<file path="src/hdl/mcap_pkg.sv">
/*
  Shared definitions of the multichannel audio port: register map, layouts,
  reset values, framing codes and clock-check limits.
  Assumes a 10 MHz hclk and a 32-bit AHB-Lite register bus.
*/
package mcap_pkg;

  // Register byte offsets.
  localparam logic [7:0] A_CTRL   = 8'h00;
  localparam logic [7:0] A_SLOTLO = 8'h04;
  localparam logic [7:0] A_SLOTHI = 8'h08;
  localparam logic [7:0] A_CHEN   = 8'h0C;
  localparam logic [7:0] A_STAT   = 8'h10;
  localparam logic [7:0] A_MCLK   = 8'h14;
  localparam logic [7:0] A_SAMPLE = 8'h20;

  // Reset values: 32-bit words, framing code 00, master ratio 64, half period 4.
  localparam logic [31:0] CTRL_RST = 32'h0000_000C;
  localparam logic [31:0] MCLK_RST = 32'h0000_4004;

  // Sizes and fixed indices.
  localparam int              NCH     = 8;
  localparam int              SLOT_ST = 8;
  localparam int              CNT_W   = 11;
  localparam logic [10:0]     CNT_MAX = 11'h7FF;
  localparam logic [4:0]      MSB_IDX = 5'h1F;

  // Clock-check limits, all in kHz.
  localparam int unsigned CLK_KHZ     = 10000;
  localparam int unsigned FS_MIN_KHZ  = 8;
  localparam int unsigned FS_MAX_KHZ  = 768;
  localparam int unsigned BCK_MIN_KHZ = 256;
  localparam int unsigned BCK_MAX_KHZ = 24576;

  typedef enum logic [1:0] {FR_TDM = 2'b00, FR_I2S = 2'b01, FR_LJ = 2'b10, FR_RSV = 2'b11} mcap_frame_t;

  typedef struct packed {
    logic [15:0] rsvd;
    logic [4:0]  slot_delay;
    logic        late_latch;
    logic        daisy_en;
    logic        lane2_en;
    logic        bus_hold;
    logic        tristate;
    logic        master;
    logic        bit_clock_polarity;
    logic [1:0]  serial_word_length;
    mcap_frame_t serial_framing_select;
  } mcap_cfg_t;

  typedef struct packed {
    logic [15:0] rsvd;
    logic [7:0]  lane2;
    logic [7:0]  en;
  } mcap_chen_t;

  typedef struct packed {
    logic [11:0] rsvd;
    logic [11:0] ratio;
    logic [7:0]  half;
  } mcap_mclk_t;

  typedef struct packed {
    logic [15:0] period;
    logic [11:0] ratio;
    logic [2:0]  rsvd;
    logic        err;
  } mcap_stat_t;

  typedef struct packed {
    logic own;
    logic oe;
    logic data;
  } mcap_lane_t;

  // Word length code to bits per slot.
  function automatic logic [5:0] wlen_bits(input logic [1:0] c);
    unique case (c)
      2'b00: wlen_bits = 6'h10;
      2'b01: wlen_bits = 6'h14;
      2'b10: wlen_bits = 6'h18;
      2'b11: wlen_bits = 6'h20;
    endcase
  endfunction : wlen_bits

  // True for a bit-clock to frame-sync ratio that auto-configuration knows.
  function automatic logic std_ratio(input logic [11:0] r);
    std_ratio = r inside {12'h010, 12'h018, 12'h020, 12'h030, 12'h040, 12'h060, 12'h080,
                          12'h0C0, 12'h100, 12'h180, 12'h200, 12'h400, 12'h800};
  endfunction : std_ratio

endpackage : mcap_pkg

</file>
<file path="src/hdl/mcap_port.sv">
/*
  Transmit side of the multichannel audio serial port with its AHB-Lite
  register slave, I2S and left-justified framing, slot mapping, shared-bus
  options, master clock generation and clock checking.
  Assumes bus and pin inputs synchronous to hclk; the bit clock is slow
  enough that every level is seen for at least one hclk cycle.
*/
// Implementation choices: the AHB-Lite interface to the registers and the register offsets.
module mcap_port (
  input  wire logic        hclk,
  input  wire logic        hresetn,
  input  wire logic        hsel,
  input  wire logic [31:0] haddr,
  input  wire logic [1:0]  htrans,
  input  wire logic        hwrite,
  input  wire logic [2:0]  hsize,
  input  wire logic [31:0] hwdata,
  input  wire logic        hready,
  output logic      [31:0] hrdata,
  output logic             hreadyout,
  output logic             hresp,
  input  wire logic        bit_clock_in,
  output logic             bit_clock_out,
  output logic             bit_clock_oe,
  input  wire logic        frame_sync_in,
  output logic             frame_sync_out,
  output logic             frame_sync_oe,
  output logic             sdout,
  output logic             sdout_oe,
  output logic             general_output_pin,
  output logic             general_output_oe,
  input  wire logic        general_input_pin,
  output logic             record_mute,
  output logic      [11:0] clk_ratio
);
  mcap_pkg::mcap_cfg_t  cfg_q;
  mcap_pkg::mcap_chen_t chen_q;
  mcap_pkg::mcap_mclk_t mclk_q;
  mcap_pkg::mcap_lane_t [1:0] cur;
  mcap_pkg::mcap_lane_t [1:0] dly_q;
  mcap_pkg::mcap_lane_t [1:0] sd_q;
  logic [31:0]            slotlo_q;
  logic [31:0]            slothi_q;
  logic [63:0]            slots;
  logic [31:0]            smp_q [mcap_pkg::NCH];
  logic [31:0]            rdata_d;
  logic [7:0]             addr_q;
  logic                   wr_q;
  logic                   err_q;
  logic                   rate_err;
  logic [15:0]            period;
  logic                   gen_bclk;
  logic                   gen_fs;
  logic                   bclk_s;
  logic                   fs_s;
  logic                   bclk_prev_q;
  logic                   fs_prev_q;
  logic                   fall;
  logic                   fs_edge;
  logic                   is_i2s;
  logic                   is_lj;
  logic                   right;
  logic [10:0]            start_w;
  logic [10:0]            cnt_q;
  logic [10:0]            cnt_d;
  logic                   run_q;
  logic                   run_d;
  logic [4:0]             bit_q;
  logic [4:0]             bit_d;
  logic [4:0]             slot_q;
  logic [4:0]             slot_d;
  logic [4:0]             last;
  logic                   has;
  logic [4:0]             wl_m1;
  logic                   bclk_pin_q;
  logic                   bclk_oe_q;
  logic                   fs_pin_q;
  logic                   fs_oe_q;
  logic                   acc;

  // Lane driver: owned slot, then daisy data, then holder, then float or low.
  function automatic mcap_pkg::mcap_lane_t drive(input mcap_pkg::mcap_lane_t c,
                                                 input mcap_pkg::mcap_lane_t prev,
                                                 input logic dz,
                                                 input logic dz_bit,
                                                 input mcap_pkg::mcap_cfg_t k,
                                                 input logic mute);
    drive    = c;
    drive.oe = 1'b1;
    if (c.own)
      drive.data = c.data & ~mute;
    else if (dz)
      drive.data = dz_bit;
    else if (k.bus_hold)
      drive.data = prev.data;
    else if (k.tristate)
    begin
      drive.oe   = 1'b0;
      drive.data = prev.data;
    end
    else
      drive.data = 1'b0;
  endfunction : drive

  assign acc   = hsel && hready && htrans[1];
  assign slots = {slothi_q, slotlo_q};

  // Address phase capture; zero wait states; hreadyout is low in reset and high from the first clock after it.
  always_ff @(posedge hclk or negedge hresetn)
  begin
    if (!hresetn)
    begin
      wr_q      <= 1'b0;
      addr_q    <= 8'h00;
      hrdata    <= 32'h0000_0000;
      hreadyout <= 1'b0;
      hresp     <= 1'b0;
    end
    else
    begin
      wr_q      <= acc && hwrite;
      addr_q    <= acc ? haddr[7:0] : addr_q;
      hrdata    <= (acc && !hwrite) ? rdata_d : 32'h0000_0000;
      hreadyout <= 1'b1;
      hresp     <= 1'b0;
    end
  end

  // Read mux; unmapped words read as zero.
  always_comb
  begin
    rdata_d = 32'h0000_0000;
    if (haddr[7:5] == mcap_pkg::A_SAMPLE[7:5])
      rdata_d = smp_q[haddr[4:2]];
    else
      unique case (haddr[7:0])
        mcap_pkg::A_CTRL:   rdata_d = cfg_q;
        mcap_pkg::A_SLOTLO: rdata_d = slotlo_q;
        mcap_pkg::A_SLOTHI: rdata_d = slothi_q;
        mcap_pkg::A_CHEN:   rdata_d = chen_q;
        mcap_pkg::A_MCLK:   rdata_d = mclk_q;
        mcap_pkg::A_STAT:   rdata_d = {period, clk_ratio, 3'h0, err_q};
        default:            rdata_d = 32'h0000_0000;
      endcase
  end

  // Control registers written in the data phase.
  always_ff @(posedge hclk or negedge hresetn)
  begin
    if (!hresetn)
    begin
      cfg_q    <= mcap_pkg::CTRL_RST;
      slotlo_q <= 32'h0000_0000;
      slothi_q <= 32'h0000_0000;
      chen_q   <= 32'h0000_0000;
      mclk_q   <= mcap_pkg::MCLK_RST;
    end
    else if (wr_q)
    begin
      unique case (addr_q)
        mcap_pkg::A_CTRL:   cfg_q    <= hwdata;
        mcap_pkg::A_SLOTLO: slotlo_q <= hwdata;
        mcap_pkg::A_SLOTHI: slothi_q <= hwdata;
        mcap_pkg::A_CHEN:   chen_q   <= hwdata;
        mcap_pkg::A_MCLK:   mclk_q   <= hwdata;
        default:            ;
      endcase
    end
  end

  // Sample words, left aligned; shorter words use the top bits.
  always_ff @(posedge hclk or negedge hresetn)
  begin
    if (!hresetn)
    begin
      for (int c = 0; c < mcap_pkg::NCH; c++)
        smp_q[c] <= 32'h0000_0000;
    end
    else if (wr_q && addr_q[7:5] == mcap_pkg::A_SAMPLE[7:5])
      smp_q[addr_q[4:2]] <= hwdata;
  end

  // sticky clock error
  // A new error wins over a write-one-to-clear in the same cycle.
  always_ff @(posedge hclk or negedge hresetn)
  begin
    if (!hresetn)
      err_q <= 1'b0;
    else if (rate_err)
      err_q <= 1'b1;
    else if (wr_q && addr_q == mcap_pkg::A_STAT && hwdata[0])
      err_q <= 1'b0;
  end

  mcap_rate_det u_rate (
    .hclk     (hclk),
    .hresetn  (hresetn),
    .fall     (fall),
    .fs_rise  (fs_edge && fs_s),
    .ratio_q  (clk_ratio),
    .period_q (period),
    .err_q    (rate_err)
  );
  assign record_mute = rate_err;

  mcap_clk_gen u_gen (
    .hclk     (hclk),
    .hresetn  (hresetn),
    .en       (cfg_q.master),
    .mcfg     (mclk_q),
    .fs_first (is_lj),
    .bclk_q   (gen_bclk),
    .fs_q     (gen_fs)
  );

  assign is_i2s  = cfg_q.serial_framing_select == mcap_pkg::FR_I2S;
  assign is_lj   = cfg_q.serial_framing_select == mcap_pkg::FR_LJ;
  assign bclk_s  = cfg_q.master ? gen_bclk : (bit_clock_in ^ cfg_q.bit_clock_polarity);
  assign fs_s    = cfg_q.master ? gen_fs : frame_sync_in;
  assign fall    = bclk_prev_q && !bclk_s;
  assign fs_edge = fall && (fs_s != fs_prev_q);
  assign right   = is_i2s ? fs_s : !fs_s;
  assign start_w = 11'(is_i2s) + 11'(cfg_q.slot_delay);
  assign wl_m1   = 5'(mcap_pkg::wlen_bits(cfg_q.serial_word_length) - 6'h01);
  assign cnt_d   = fs_edge ? 11'h000 : (cnt_q == mcap_pkg::CNT_MAX ? cnt_q : cnt_q + 11'h001);

  // Edge tracking and half-frame position, advanced once per bit-clock fall.
  always_ff @(posedge hclk or negedge hresetn)
  begin
    if (!hresetn)
    begin
      bclk_prev_q <= 1'b0;
      fs_prev_q   <= 1'b0;
      cnt_q       <= mcap_pkg::CNT_MAX;
      run_q       <= 1'b0;
      bit_q       <= 5'h00;
      slot_q      <= 5'h00;
    end
    else
    begin
      bclk_prev_q <= bclk_s;
      fs_prev_q   <= fall ? fs_s : fs_prev_q;
      cnt_q       <= fall ? cnt_d : cnt_q;
      run_q       <= run_d;
      bit_q       <= bit_d;
      slot_q      <= slot_d;
    end
  end

  // Highest slot used in the current half.
  always_comb
  begin
    has  = 1'b0;
    last = 5'h00;
    for (int c = 0; c < mcap_pkg::NCH; c++)
      if (chen_q.en[c] && slots[c*mcap_pkg::SLOT_ST+5] == right)
      begin
        if (!has || slots[c*mcap_pkg::SLOT_ST +: 5] > last)
          last = slots[c*mcap_pkg::SLOT_ST +: 5];
        has = 1'b1;
      end
  end

  // Slot sequencer: start at the delayed half start, walk bits, stop after last.
  always_comb
  begin
    run_d  = run_q;
    bit_d  = bit_q;
    slot_d = slot_q;
    if (fall)
    begin
      if (cnt_d == start_w && has && (is_i2s || is_lj))
      begin
        run_d  = 1'b1;
        bit_d  = 5'h00;
        slot_d = 5'h00;
      end
      else if (fs_edge)
        run_d = 1'b0;
      else if (run_q && bit_q == wl_m1)
      begin
        bit_d = 5'h00;
        if (slot_q == last)
          run_d = 1'b0;
        else
          slot_d = slot_q + 5'h01;
      end
      else if (run_q)
        bit_d = bit_q + 5'h01;
    end
  end

  always_comb
  begin
    int l;
    l   = 0;
    cur = '0;
    for (int c = 0; c < mcap_pkg::NCH; c++)
    begin
      l = (cfg_q.lane2_en && chen_q.lane2[c]) ? 1 : 0;
      if (run_d && chen_q.en[c] && slots[c*mcap_pkg::SLOT_ST +: 6] == {right, slot_d})
      begin
        cur[l].own  = 1'b1;
        cur[l].data = smp_q[c][mcap_pkg::MSB_IDX - bit_d];
      end
    end
  end

  // Both data lanes update only at a bit-clock fall.
  for (genvar g = 0; g < 2; g++)
  begin : g_lane
    always_ff @(posedge hclk or negedge hresetn)
    begin
      if (!hresetn)
      begin
        dly_q[g] <= '0;
        sd_q[g]  <= '0;
      end
      else if (fall)
      begin
        dly_q[g] <= cur[g];
        if (g == 1 && !cfg_q.lane2_en)
          sd_q[g] <= '0;
        else
          sd_q[g] <= drive(cfg_q.late_latch ? dly_q[g] : cur[g], sd_q[g],
                           g == 0 && cfg_q.daisy_en, general_input_pin, cfg_q, rate_err);
      end
    end
  end
  assign sdout              = sd_q[0].data;
  assign sdout_oe           = sd_q[0].oe;
  assign general_output_pin = sd_q[1].data;
  assign general_output_oe  = sd_q[1].oe;

  always_ff @(posedge hclk or negedge hresetn)
  begin
    if (!hresetn)
    begin
      bclk_pin_q <= 1'b0;
      bclk_oe_q  <= 1'b0;
      fs_pin_q   <= 1'b0;
      fs_oe_q    <= 1'b0;
    end
    else
    begin
      bclk_pin_q <= gen_bclk ^ cfg_q.bit_clock_polarity;
      bclk_oe_q  <= cfg_q.master;
      fs_pin_q   <= gen_fs;
      fs_oe_q    <= cfg_q.master;
    end
  end
  assign bit_clock_out  = bclk_pin_q;
  assign bit_clock_oe   = bclk_oe_q;
  assign frame_sync_out = fs_pin_q;
  assign frame_sync_oe  = fs_oe_q;
endmodule : mcap_port

</file>
<file path="src/hdl/mcap_clk_gen.sv">
/*
  Bit-clock and frame-sync generator for bus-master operation.
  Assumes half >= 1 and an even ratio; a zero half period acts as one.
*/
module mcap_clk_gen (
  input  wire logic               hclk,
  input  wire logic               hresetn,
  input  wire logic               en,
  input  wire mcap_pkg::mcap_mclk_t mcfg,
  input  wire logic               fs_first,
  output logic                    bclk_q,
  output logic                    fs_q
);
  logic [7:0]  div_q;
  logic [11:0] cnt_q;
  logic [11:0] cnt_d;
  logic        wrap;

  assign wrap  = (mcfg.half == 8'h00) || (div_q >= mcfg.half - 8'h01);
  assign cnt_d = (cnt_q >= mcfg.ratio - 12'h001) ? 12'h000 : cnt_q + 12'h001;

  // Frame sync only moves as the bit clock falls, like the data.
  always_ff @(posedge hclk or negedge hresetn)
  begin
    if (!hresetn)
    begin
      div_q  <= 8'h00;
      cnt_q  <= 12'h000;
      bclk_q <= 1'b0;
      fs_q   <= 1'b0;
    end
    else if (!en)
    begin
      div_q  <= 8'h00;
      cnt_q  <= 12'h000;
      bclk_q <= 1'b0;
      fs_q   <= fs_first;
    end
    else if (wrap)
    begin
      div_q  <= 8'h00;
      bclk_q <= ~bclk_q;
      if (bclk_q)
      begin
        cnt_q <= cnt_d;
        fs_q  <= (cnt_d < (mcfg.ratio >> 1)) ? fs_first : ~fs_first;
      end
    end
    else
    begin
      div_q <= div_q + 8'h01;
    end
  end
endmodule : mcap_clk_gen

</file>
<file path="src/hdl/mcap_rate_det.sv">
/*
  Frame-rate and ratio detector: counts hclk cycles and bit-clock falls
  between frame-sync rises and flags combinations that are not supported.
  Assumes one-cycle pulses for each bit-clock fall and frame-sync rise.
*/
module mcap_rate_det (
  input  wire logic  hclk,
  input  wire logic  hresetn,
  input  wire logic  fall,
  input  wire logic  fs_rise,
  output logic [11:0] ratio_q,
  output logic [15:0] period_q,
  output logic        err_q
);
  logic [11:0] bcnt_q;
  logic [15:0] pcnt_q;
  logic        seen_q;
  logic        bad;
  int unsigned r_k;
  int unsigned p_k;

  assign r_k = int'(bcnt_q);
  assign p_k = int'(pcnt_q);
  assign bad = !mcap_pkg::std_ratio(bcnt_q)
             || (p_k * mcap_pkg::FS_MIN_KHZ > mcap_pkg::CLK_KHZ)
             || (p_k * mcap_pkg::FS_MAX_KHZ < mcap_pkg::CLK_KHZ)
             || (r_k * mcap_pkg::CLK_KHZ < p_k * mcap_pkg::BCK_MIN_KHZ)
             || (r_k * mcap_pkg::CLK_KHZ > p_k * mcap_pkg::BCK_MAX_KHZ);

  always_ff @(posedge hclk or negedge hresetn)
  begin
    if (!hresetn)
    begin
      bcnt_q   <= 12'h000;
      pcnt_q   <= 16'h0000;
      seen_q   <= 1'b0;
      ratio_q  <= 12'h000;
      period_q <= 16'h0000;
      err_q    <= 1'b0;
    end
    else if (fs_rise)
    begin
      bcnt_q   <= 12'h001;
      pcnt_q   <= 16'h0001;
      seen_q   <= 1'b1;
      ratio_q  <= seen_q ? bcnt_q : ratio_q;
      period_q <= seen_q ? pcnt_q : period_q;
      err_q    <= seen_q && bad;
    end
    else
    begin
      pcnt_q <= (pcnt_q == 16'hFFFF) ? pcnt_q : pcnt_q + 16'h0001;
      if (fall && bcnt_q != 12'hFFF)
        bcnt_q <= bcnt_q + 12'h001;
    end
  end
endmodule : mcap_rate_det

</file>
<file path="config.mk">
export PLATFORM = sky130hd
export DESIGN_NAME = mcap_port
export DESIGN_NICKNAME = d
export VERILOG_FILES = /design/src/hdl/mcap_pkg.sv /design/src/hdl/mcap_port.sv /design/src/hdl/mcap_clk_gen.sv /design/src/hdl/mcap_rate_det.sv
export SDC_FILE = /design/constraint.sdc
export NUM_CORES = 1
export LEC_CHECK = 0
export ABC_AREA = 0
export BUFFER_PORTS_ARGS = -buffer_cell sky130_fd_sc_hd__buf_2
export CORE_MARGIN = 2
export CORE_UTILIZATION = 25
export DETAILED_ROUTE_END_ITERATION = 10
export SLEW_MARGIN = 20
export SYNTH_ARGS = -nofsm -noshare
export SYNTH_HDL_FRONTEND = slang
export SYNTH_SLANG_ARGS = --single-unit
</file>
<file path="constraint.sdc">
create_clock -name hclk -period 15 [get_ports hclk]
set_clock_uncertainty 0.2 [all_clocks]
set_input_delay 4.5 -clock hclk [delete_from_list [all_inputs] [get_ports hclk]]
set_output_delay 4.5 -clock hclk [all_outputs]
set_load 0.05 [all_outputs]
</file>
Word level (Yosys, flattened, before mapping)

Index checks and enable logic that the tools add are counted.

Output and inout port bits: 55
Bits in registers: 576
Bits of input ports: 77

Add/sub/neg operators: 12
Equality and inequality tests: 60
Reductions and logical operators: 96
Muxes and demuxes: 163
Multiply operators: 3
Order comparisons: 34
Bitwise gates (word level): 9

Operators by type and width:

| operator              | number |
|---|---|
| $bwmux 256            | 1 |
| $pmux 32 s6           | 1 |
| $mux 32               | 5 |
| $mux 5                | 25 |
| $bmux 32 s3           | 1 |
| $demux 32 s3          | 1 |
| $bwmux 6              | 15 |
| $mux 12               | 6 |
| $mux 1                | 58 |
| $logic_and 1x1->1     | 56 |
| $demux 3 s1           | 16 |
| $eq 6x6->1            | 8 |
| $mux 6                | 8 |
| $bmux 1 s5            | 8 |
| $mul 16x2->18 const B | 2 |
| $gt 5x5->1            | 7 |
| $eq 8x4->1 const B    | 4 |
| $eq 8x5->1 const B    | 4 |
| $gt 32x32->1          | 1 |
| $lt 32x14->1 const B  | 1 |
| $lt 32x24->1          | 1 |
| $mux 16               | 2 |
| $mux 3                | 10 |
| $add 12x1->12 const B | 2 |
| other kinds (57)      | 134 |

Longest topological paths before layout

Gate-level depths: netlist (run 1).

Depth in word-level cells: 68
Depth in mapped cells: 80

Modules after synthesis

Synthesis (run 1) repeated with hierarchy kept, for this count alone.

Cell total of the unflattened synthesis: 3,962
Area, all modules: 38,873.5 µm²

By module, submodules not included:

| module        | seq. area each (µm²) | instances | cells an instance | area each (µm²) |
|---|---|---|---|---|
| mcap_port     | 12,380.6             | 1         | 2,993             | 30,335.3 |
| mcap_rate_det | 1,451.4              | 1         | 703               | 6,286.0 |
| mcap_clk_gen  | 550.5                | 1         | 266               | 2,252.2 |

Worst setup path before layout (run 1)

Ideal clock, no wire load.

Path type: in2reg
From: in frame_sync_in
To: reg sd_q (netlist bit sdout)
Stages: 71
Arrival: 17.902 ns
Path buffers: 7
Setup slack: -3.180 ns
Required time: 14.722 ns
Path through: mux2i_4 xnor3_1 and2_1 buf_6 nand2_1 ha_1 a21oi_1 o21ai_0 o22ai_1 o21a_1 a22oi_1 ha_1 a311o_1 o31a_1 buf_6 mux2_2 ha_1 and3_1 (+35 left out) a21oi_1 clkbuf_1 nor2b_1 nor2_1 xor2_1 a2111o_1 a22oi_2 nand2_1 buf_6 o31a_1 buf_2 a21oi_2 o22ai_1 or4b_1 a31o_1 o211a_1 or3_1 a21oi_1

Longest elaborated chain between the ends: 67
Elaborated cells between the ends (all ways): 153
Those cells by class: add/sub (1); order compare (7); eq/ne (21); mux (80); bitwise (1); reduce/logical (43)

RTL lines:

| element                                                     | RTL line         | RTL |
|---|---|---|
| from (decl)                                                 | mcap_port.sv:25  | `input wire logic frame_sync_in,` |
| $mux 1 *                                                    | mcap_port.sv:219 | `assign fs_s = cfg_q.master ? gen_fs : frame_sync_in;` |
| $logic_not 1->1                                             | mcap_port.sv:222 | `assign right = is_i2s ? fs_s : !fs_s;` |
| $mux 1                                                      | mcap_port.sv:222 |  |
| $eq 1x1->1                                                  | mcap_port.sv:256 | `if (chen_q.en[c] && slots[c*mcap_pkg::SLOT_ST+5] == right)` |
| $logic_and 1x1->1                                           | mcap_port.sv:256 |  |
| $mux 5 / $mux 1 (equally long branches)                     | mcap_port.sv:256 |  |
| $gt 5x5->1 / $logic_not 1->1 (equally long branches)        | mcap_port.sv:258 | `if (!has \|\| slots[c*mcap_pkg::SLOT_ST +: 5] > last)` |
| $logic_or 1x1->1                                            | mcap_port.sv:258 |  |
| (+51 left out)                                              | -                |  |
| $bwmux 6                                                    | mcap_port.sv:304 | `cur[l].data = smp_q[c][mcap_pkg::MSB_IDX - bit_d];` |
| $mux 6                                                      | mcap_port.sv:301 | `if (run_d && chen_q.en[c] && slots[c*mcap_pkg::SLOT_ST +: 6] == {right, slot_d})` |
| $bwmux 6                                                    | mcap_port.sv:303 | `cur[l].own = 1'b1;` |
| $bwmux 6                                                    | mcap_port.sv:304 |  |
| $mux 6 *                                                    | mcap_port.sv:301 |  |
| $mux 3 *                                                    | mcap_port.sv:325 | `sd_q[g] <= drive(cfg_q.late_latch ? dly_q[g] : cur[g], sd_q[g],` |
| $ne 3x1->1 (no line) / $and 1x1->1 (equally long branches)  | -                |  |
| $reduce_and 3->1 (no line) / $mux 1 (equally long branches) | -                |  |
| to (signal, indexed assignment)                             | mcap_port.sv:325 |  |
| to (decl)                                                   | mcap_port.sv:41  | `mcap_pkg::mcap_lane_t [1:0] sd_q;` |

Mark *: on every way between the ends. The rest lies on a longest branch, timed or not. The select of a mux whose other input is x is not followed.
A chain may end at the register's enable or synchronous reset.

Worst setup path after layout (run 1)

Ends and elaborated chain as after synthesis.

==> run metrics, run 1 <==
Power per Cell Area 144 nW/µm²; RSZ-0062 raised after global routing yes; sw power 0.00250 W; first-pass GRT wire length 188000 µm; H-Tree Depth 3; Starting Density 0.251; outcome complete, but fails checks; hold crit path type register to register; crit path DAT 17.39 ns; Net Sw Frac 0.400; Die Width 386 µm; vias in the first global route 28906; MaxCap Viol Count 0; placed cell area 40200 µm²; initial drt markers 3477; DR WL/cell 21.9 µm; r2r startpoint cfg_q[0]; Post-synth EDFFs 0; utilization after layout 0.298; reg2reg end sdout; Worst IR Drop VDD 109 µV; Comb pwr share 0.409; CTS tree yes; FFs w/ async S/R, synth 1.00; failing checks negative setup slack; Buf/Inv on CP 6; Slowest cell on crit path or4b_1; drt drc 0; sequential power share 0.313; Worst Hold Path EP cnt_q[5]; Synth Register Bits 574; register area share after synthesis 0.394; clock sinks 574; share of cells above drive strength 1 0.294; area grow syn2layout 18.7%; setup violators final 14; vias 29996; routed vias/inst 5.25; CTS buffer count 67; most used cell, CP ha_4; Design Area, Final 43400 µm²; Congestion Overflow GR 0; Worst Path Max Fanout 7; final hold vios 0; Setup crit start kind input pin; crit-path leading delay family compound AO/OA/AOI/OAI gates; clock tree buffer depth 3; Syn Std Cell Area 36500 µm²; PortBufs 102; Filler cells 15103; Cells after Synth 3600; final critical-path share of the clock period 1.13; final worst-path setup slack -2.01 ns; ys flop type dfrtp_1; worst slew pin tran 1.29 ns; worst hold start cnt_q[5]; YS warnings 0; largest net degree at the start of global routing 142; minimum clock period 17.01 ns; crit-path max cell delay 0.53 ns; max-slew violation count 0; total die area 149000 µm²; Die Ht 386 µm; clock root buffer clkbuf_16; Critical Path RT 15.39 ns; Site Rows 140; Nets 4043; Reg clk slew, reported paths 0.06 ns; reg2reg path depth 68; Mean Syn Cell Area 10.1 µm²; crit end category register; initial antenna violation count 21; Clock power frac 0.279; Final HPWL DP 88000 µm; worst reg2reg setup slack 1.07 ns; gr usage total 0.165; core area 145000 µm²; hold path cells 2; Placer Congestion 0.957; Peak Freq 58.8 MHz; IO Pins 132; clk_lat worst skew 0.67 ns; normalized max-slew margin 0.134; Total Power 0.00624 W; Leakage 19.1 nW; Place WS -2.97 ns; First-pass DRT Iterations 7; antenna viol nets, final 0; Mapped Nets 3904; internal power 0.00374 W; library cells used by synthesis 102; Total Routed Length 125000 µm; worst setup path class input pin to register
## synthesized netlist by cell type, types with 47 or more instances
library cell / n / area [µm²]
ha_1: 203 / 2540
clkbuf_1: 189 / 709
dfrtp_1: 559 / 14000
a311oi_1: 50 / 438
o21ai_0: 135 / 676
a22oi_1: 72 / 541
mux4_2: 64 / 1440
nand3_1: 137 / 686
and3_1: 56 / 350
nand2_1: 466 / 1750
inv_1: 175 / 657
mux2_2: 452 / 5090
a31oi_1: 55 / 344
xnor2_1: 86 / 753
nor2_1: 154 / 578
buf_1: 47 / 176
a21oi_1: 121 / 606
## layout by cell type (no fill, tap or decap), types with 22 or more instances in the layout
cell	count
a21o_1	28
a21oi_1	108
a222oi_1	34
a22oi_1	65
a311oi_1	49
a31oi_1	54
and3_1	53
buf_2	98
buf_4	196
clkbuf_16	67
dfrtp_1	559
fa_1	24
ha_1	194
inv_1	174
mux2_2	448
mux4_2	64
nand2_1	450
nand2b_1	29
nand3_1	132
nand4_1	25
nor2_1	141
nor2b_1	22
nor3_1	25
o21ai_0	126
xnor2_1	83
xor2_1	41
## routing by layer
metal	up-vias	part of all wire	GRT usage
li1	13311	-	-
met1	15265	0.45	0.237
met2	1212	0.44	0.250
met3	204	0.079	0.0287
met4	4	0.036	0.0539
met5	-	0.00017	0
## power groups by stage
stage,clock (W),sequential [W],combinational [W]
after floorplan,0,0.00188,0.00167
after global routing,0.00183,0.00196,0.00282
after CTS,0.00177,0.00193,0.00249
after global placement,0,0.00196,0.00239
after detailed placement,0,0.00196,0.00243
final,0.00174,0.00195,0.00255
## how the worst max path moves through the flow
stage | depth (start not counted) | slack (ns) | start | to
finish | 69 | -2.01 | frame_sync_in | sdout
detailed placement | 73 | -2.97 | frame_sync_in | sdout
CTS | 67 | -1.73 | frame_sync_in | sdout
global route | 72 | -2.46 | frame_sync_in | sdout
global placement | 72 | -2.87 | frame_sync_in | sdout
floorplan | 72 | -2.28 | frame_sync_in | sdout
## per-stage QoR
step	hold WS [ns]	TNS (ns)	instances
after floorplan	0.174	-20.70	3600
after global placement	0.263	-29.27	5546
after detailed placement	0.275	-30.89	5546
after CTS	0.284	-14.00	5682
after global routing	0.319	-23.17	5707
final	0.281	-16.30	5710
## worst reg2reg max path: cells and delay by family, from the launching register on
kind | cells | cell delay, ns
buffers and inverters | 5 | 0.68
multiplexers | 5 | 1.19
AND/OR/NAND/NOR | 22 | 3.47
XOR/XNOR | 1 | 0.45
AO/OA/AOI/OAI | 27 | 5.09
adder cells (fa/ha/maj) | 8 | 2.35
flip-flops | 1 | 0.41
## area by class of cell
class	instances	area [µm²]	share of cell area
clock buffer	90	1870	0.0432
tap	1917	2400	0.0553
timing repair buffer	318	2300	0.0530
multi-input combinational	2602	21300	0.491
inverter	176	663	0.0153
clock inverter	30	448	0.0103
sequential	574	14400	0.332
antenna	3	7.51	0.000173
## cell families after synthesis
kind of cell | synth area share
other | 0.000206
AND/OR/NAND/NOR | 0.129
buffers and inverters | 0.0451
flip-flops | 0.394
adder cells (fa/ha/maj) | 0.0829
multiplexers | 0.186
AO/OA/AOI/OAI | 0.132
XOR/XNOR | 0.0317
## registers in the layout (all words and copies together), names as in the netlist, 12 cells and up
| register | count |
|---|---|
| hrdata | 32 |
| chen_q | 32 |
| u_gen.cnt_q | 12 |
| u_rate.period_q | 16 |
| u_rate.bcnt_q | 12 |
| u_rate.pcnt_q | 16 |
| slothi_q | 32 |
| cfg_q | 32 |
| mclk_q | 32 |
| slotlo_q | 32 |
| u_rate.ratio_q | 12 |
| smp_q | 256 |
## repair_timing
action	in CTS	in global routing
gates cloned	1	1
resized for setup	58	56
pin swaps	45	61
hold buffers	0	0
hold endpoints to repair	0	0
buffers inserted	16	27
endpoints found under the setup margin	14	14
No activity file was read; power rests on OpenSTA's default activity.
==> run 2: changes to the inputs <==
SETUP_SLACK_MARGIN = 0.5   (was not set)
==> run 2 against run 1 <==
Net effect: the run still ends with negative setup slack left; register-to-register slack better by 0.08 ns; final cell count barely moved; flip-flop and latch count is the same; power hardly changed; final area about the same; maximum frequency increased by 0.56%; first-iteration DRC count shrank 5.7%; hold slack better by 0.00072 ns; largest power group unchanged.
==> run metrics, run 2 (synthesis results as in run 1) <==
outcome complete, but fails checks; failing checks negative setup slack; max FFs per register 256 (unchanged); Biggest register smp_q; gr usage total 0.165 (-0.000291); Place WS -2.97 ns (unchanged); area grow syn2layout 18.6% (about the same); vias in the first global route 28853 (-0.18%); share of cells above drive strength 1 0.293 (-0.00102); Die Width 386 µm (unchanged); First-pass DRT Iterations 6 (-1); Non-Filler Instances 5711 (+0.018%); Worst Path Max Fanout 7 (unchanged); Starting Density 0.251 (unchanged); MaxCap Viol Count 0 (unchanged); clock sinks 574 (unchanged); total die area 149000 µm² (unchanged); core area 145000 µm² (unchanged); Peak Freq 59.1 MHz (+0.56%); worst slew pin tran 1.26 ns (-0.0376 ns); crit end category register; routed vias/inst 5.24 (-0.30%); Critical Path RT 15.39 ns (about the same); Final HPWL DP 88000 µm (unchanged); crit path DAT 17.30 ns (-0.09 ns); Die Ht 386 µm (unchanged); commonest non-fill, non-tap cell in the layout dfrtp_1; max-slew violation count 0 (unchanged); worst reg2reg setup slack 1.15 ns (+0.08 ns); clk_lat worst skew 0.67 ns (about the same); final hold vios 0 (unchanged); dpl cells 5546 (unchanged); CTS buffer count 67 (unchanged); IO Pins 132 (unchanged); initial drt markers 3280 (-5.7%); drt drc 0 (unchanged); most used cell, CP ha_4; setup tns final -16.30 ns (+0.00250 ns); vias 29912 (-0.28%); normalized max-slew margin 0.159 (+0.0252); first-pass GRT wire length 187000 µm (-0.19%); clock root buffer clkbuf_16; Placer Congestion 0.957 (unchanged); Site Rows 140 (unchanged); worst setup path class input pin to register; DR WL/cell 21.9 µm (-0.30%); largest net degree at the start of global routing 142 (unchanged); commonest cells after routing, fill and taps aside dfrtp_1, nand2_1, mux2_2; final worst-path setup slack -1.91 ns (+0.0940 ns); RSZ-0062 raised after global routing yes; Worst IR Drop VDD 109 µV (-0.11%); Reg clk slew, reported paths 0.06 ns (about the same); Slowest cell on crit path or4b_1; Leakage 19.1 nW (about the same); initial antenna violation count 21 (unchanged); Nets 4046 (+0.074%); Total Power 0.00624 W (about the same); antenna viol nets, final 0 (unchanged); Setup crit start kind input pin; final critical-path share of the clock period 1.13 (-0.00627); PortBufs 102 (unchanged); crit-path max cell delay 0.47 ns (-0.06 ns); minimum clock period 16.91 ns (-0.0940 ns); Total Routed Length 125000 µm (-0.29%); Power per Cell Area 144 nW/µm² (about the same); CTS tree yes; setup violators final 14 (unchanged); hold crit path type register to register; H-Tree Depth 3 (unchanged); clock tree buffer depth 3 (unchanged); Congestion Overflow GR 0 (unchanged)
run 2: final timing paths:
kind,startpoint,to,depth (start not counted)
worst min-delay path,cnt_q[5],cnt_q[5],2
min in group asynchronous,hresetn,hrdata[14],1
max in group asynchronous,hresetn,smp_q[80],3
worst max register to register,cfg_q[1],sdout,70
worst max-delay path,frame_sync_in,sdout,70
worst min register to register,cnt_q[5],cnt_q[5],2
run 2: cell type report:
| cell class | count | area (µm²) |
|---|---|---|
| fillers | 15114 | 102000 |
| multi-input cells | 2602 | 21200 |
| flip-flops and latches | 574 | 14400 |
| well taps | 1917 | 2400 |
| repair buffers | 321 | 2330 |
| clock buffers | 90 | 1870 |
| inverters | 176 | 663 |
| clock inverters | 30 | 448 |
| diodes | 1 | 2.50 |
run 2: stage by stage:
| stage | hold slack, ns | utilization | instance area [µm²] |
|---|---|---|---|
| floorplan | 0.174 | - | 36800 |
| global placement | 0.263 | 0.276 | 40200 |
| detailed placement | 0.275 | 0.276 | 40200 |
| CTS | 0.284 | 0.295 | 42800 |
| global route | 0.319 | 0.298 | 43300 |
| finish | 0.282 | 0.298 | 43300 |
run 2: power breakdown:
part           internal [W]  switching, W  total (W)
registers           0.00169      0.000257    0.00195
clock network       0.00101      0.000729    0.00174
logic               0.00104       0.00151    0.00255
total               0.00375       0.00249    0.00624
run 2: routing by layer:
metal  track usage  up-vias  share of wire
met5             0        -        0.00017
met4        0.0535        4          0.034
met3        0.0287      209          0.073
met2         0.249     1149           0.44
met1         0.237    15220           0.45
li1              -    13330              -
run 2: timing repair:
| action | in CTS | in global routing |
|---|---|---|
| setup buffers | 15 | 26 |
| hold buffers | 0 | 0 |
| cloned | 1 | 1 |
| setup endpoints to repair | 14 | 14 |
| pin swaps | 42 | 57 |
| gates resized for setup | 51 | 56 |
run 2: critical path: cells and delay by family:
| kind | cells | cell delay [ns] |
|---|---|---|
| buffers and inverters | 8 | 1.03 |
| multiplexers | 4 | 1.10 |
| AO/OA/AOI/OAI | 28 | 5.42 |
| AND/OR/NAND/NOR | 22 | 3.14 |
| adder cells (fa/ha/maj) | 7 | 1.90 |
| XOR/XNOR | 1 | 0.18 |
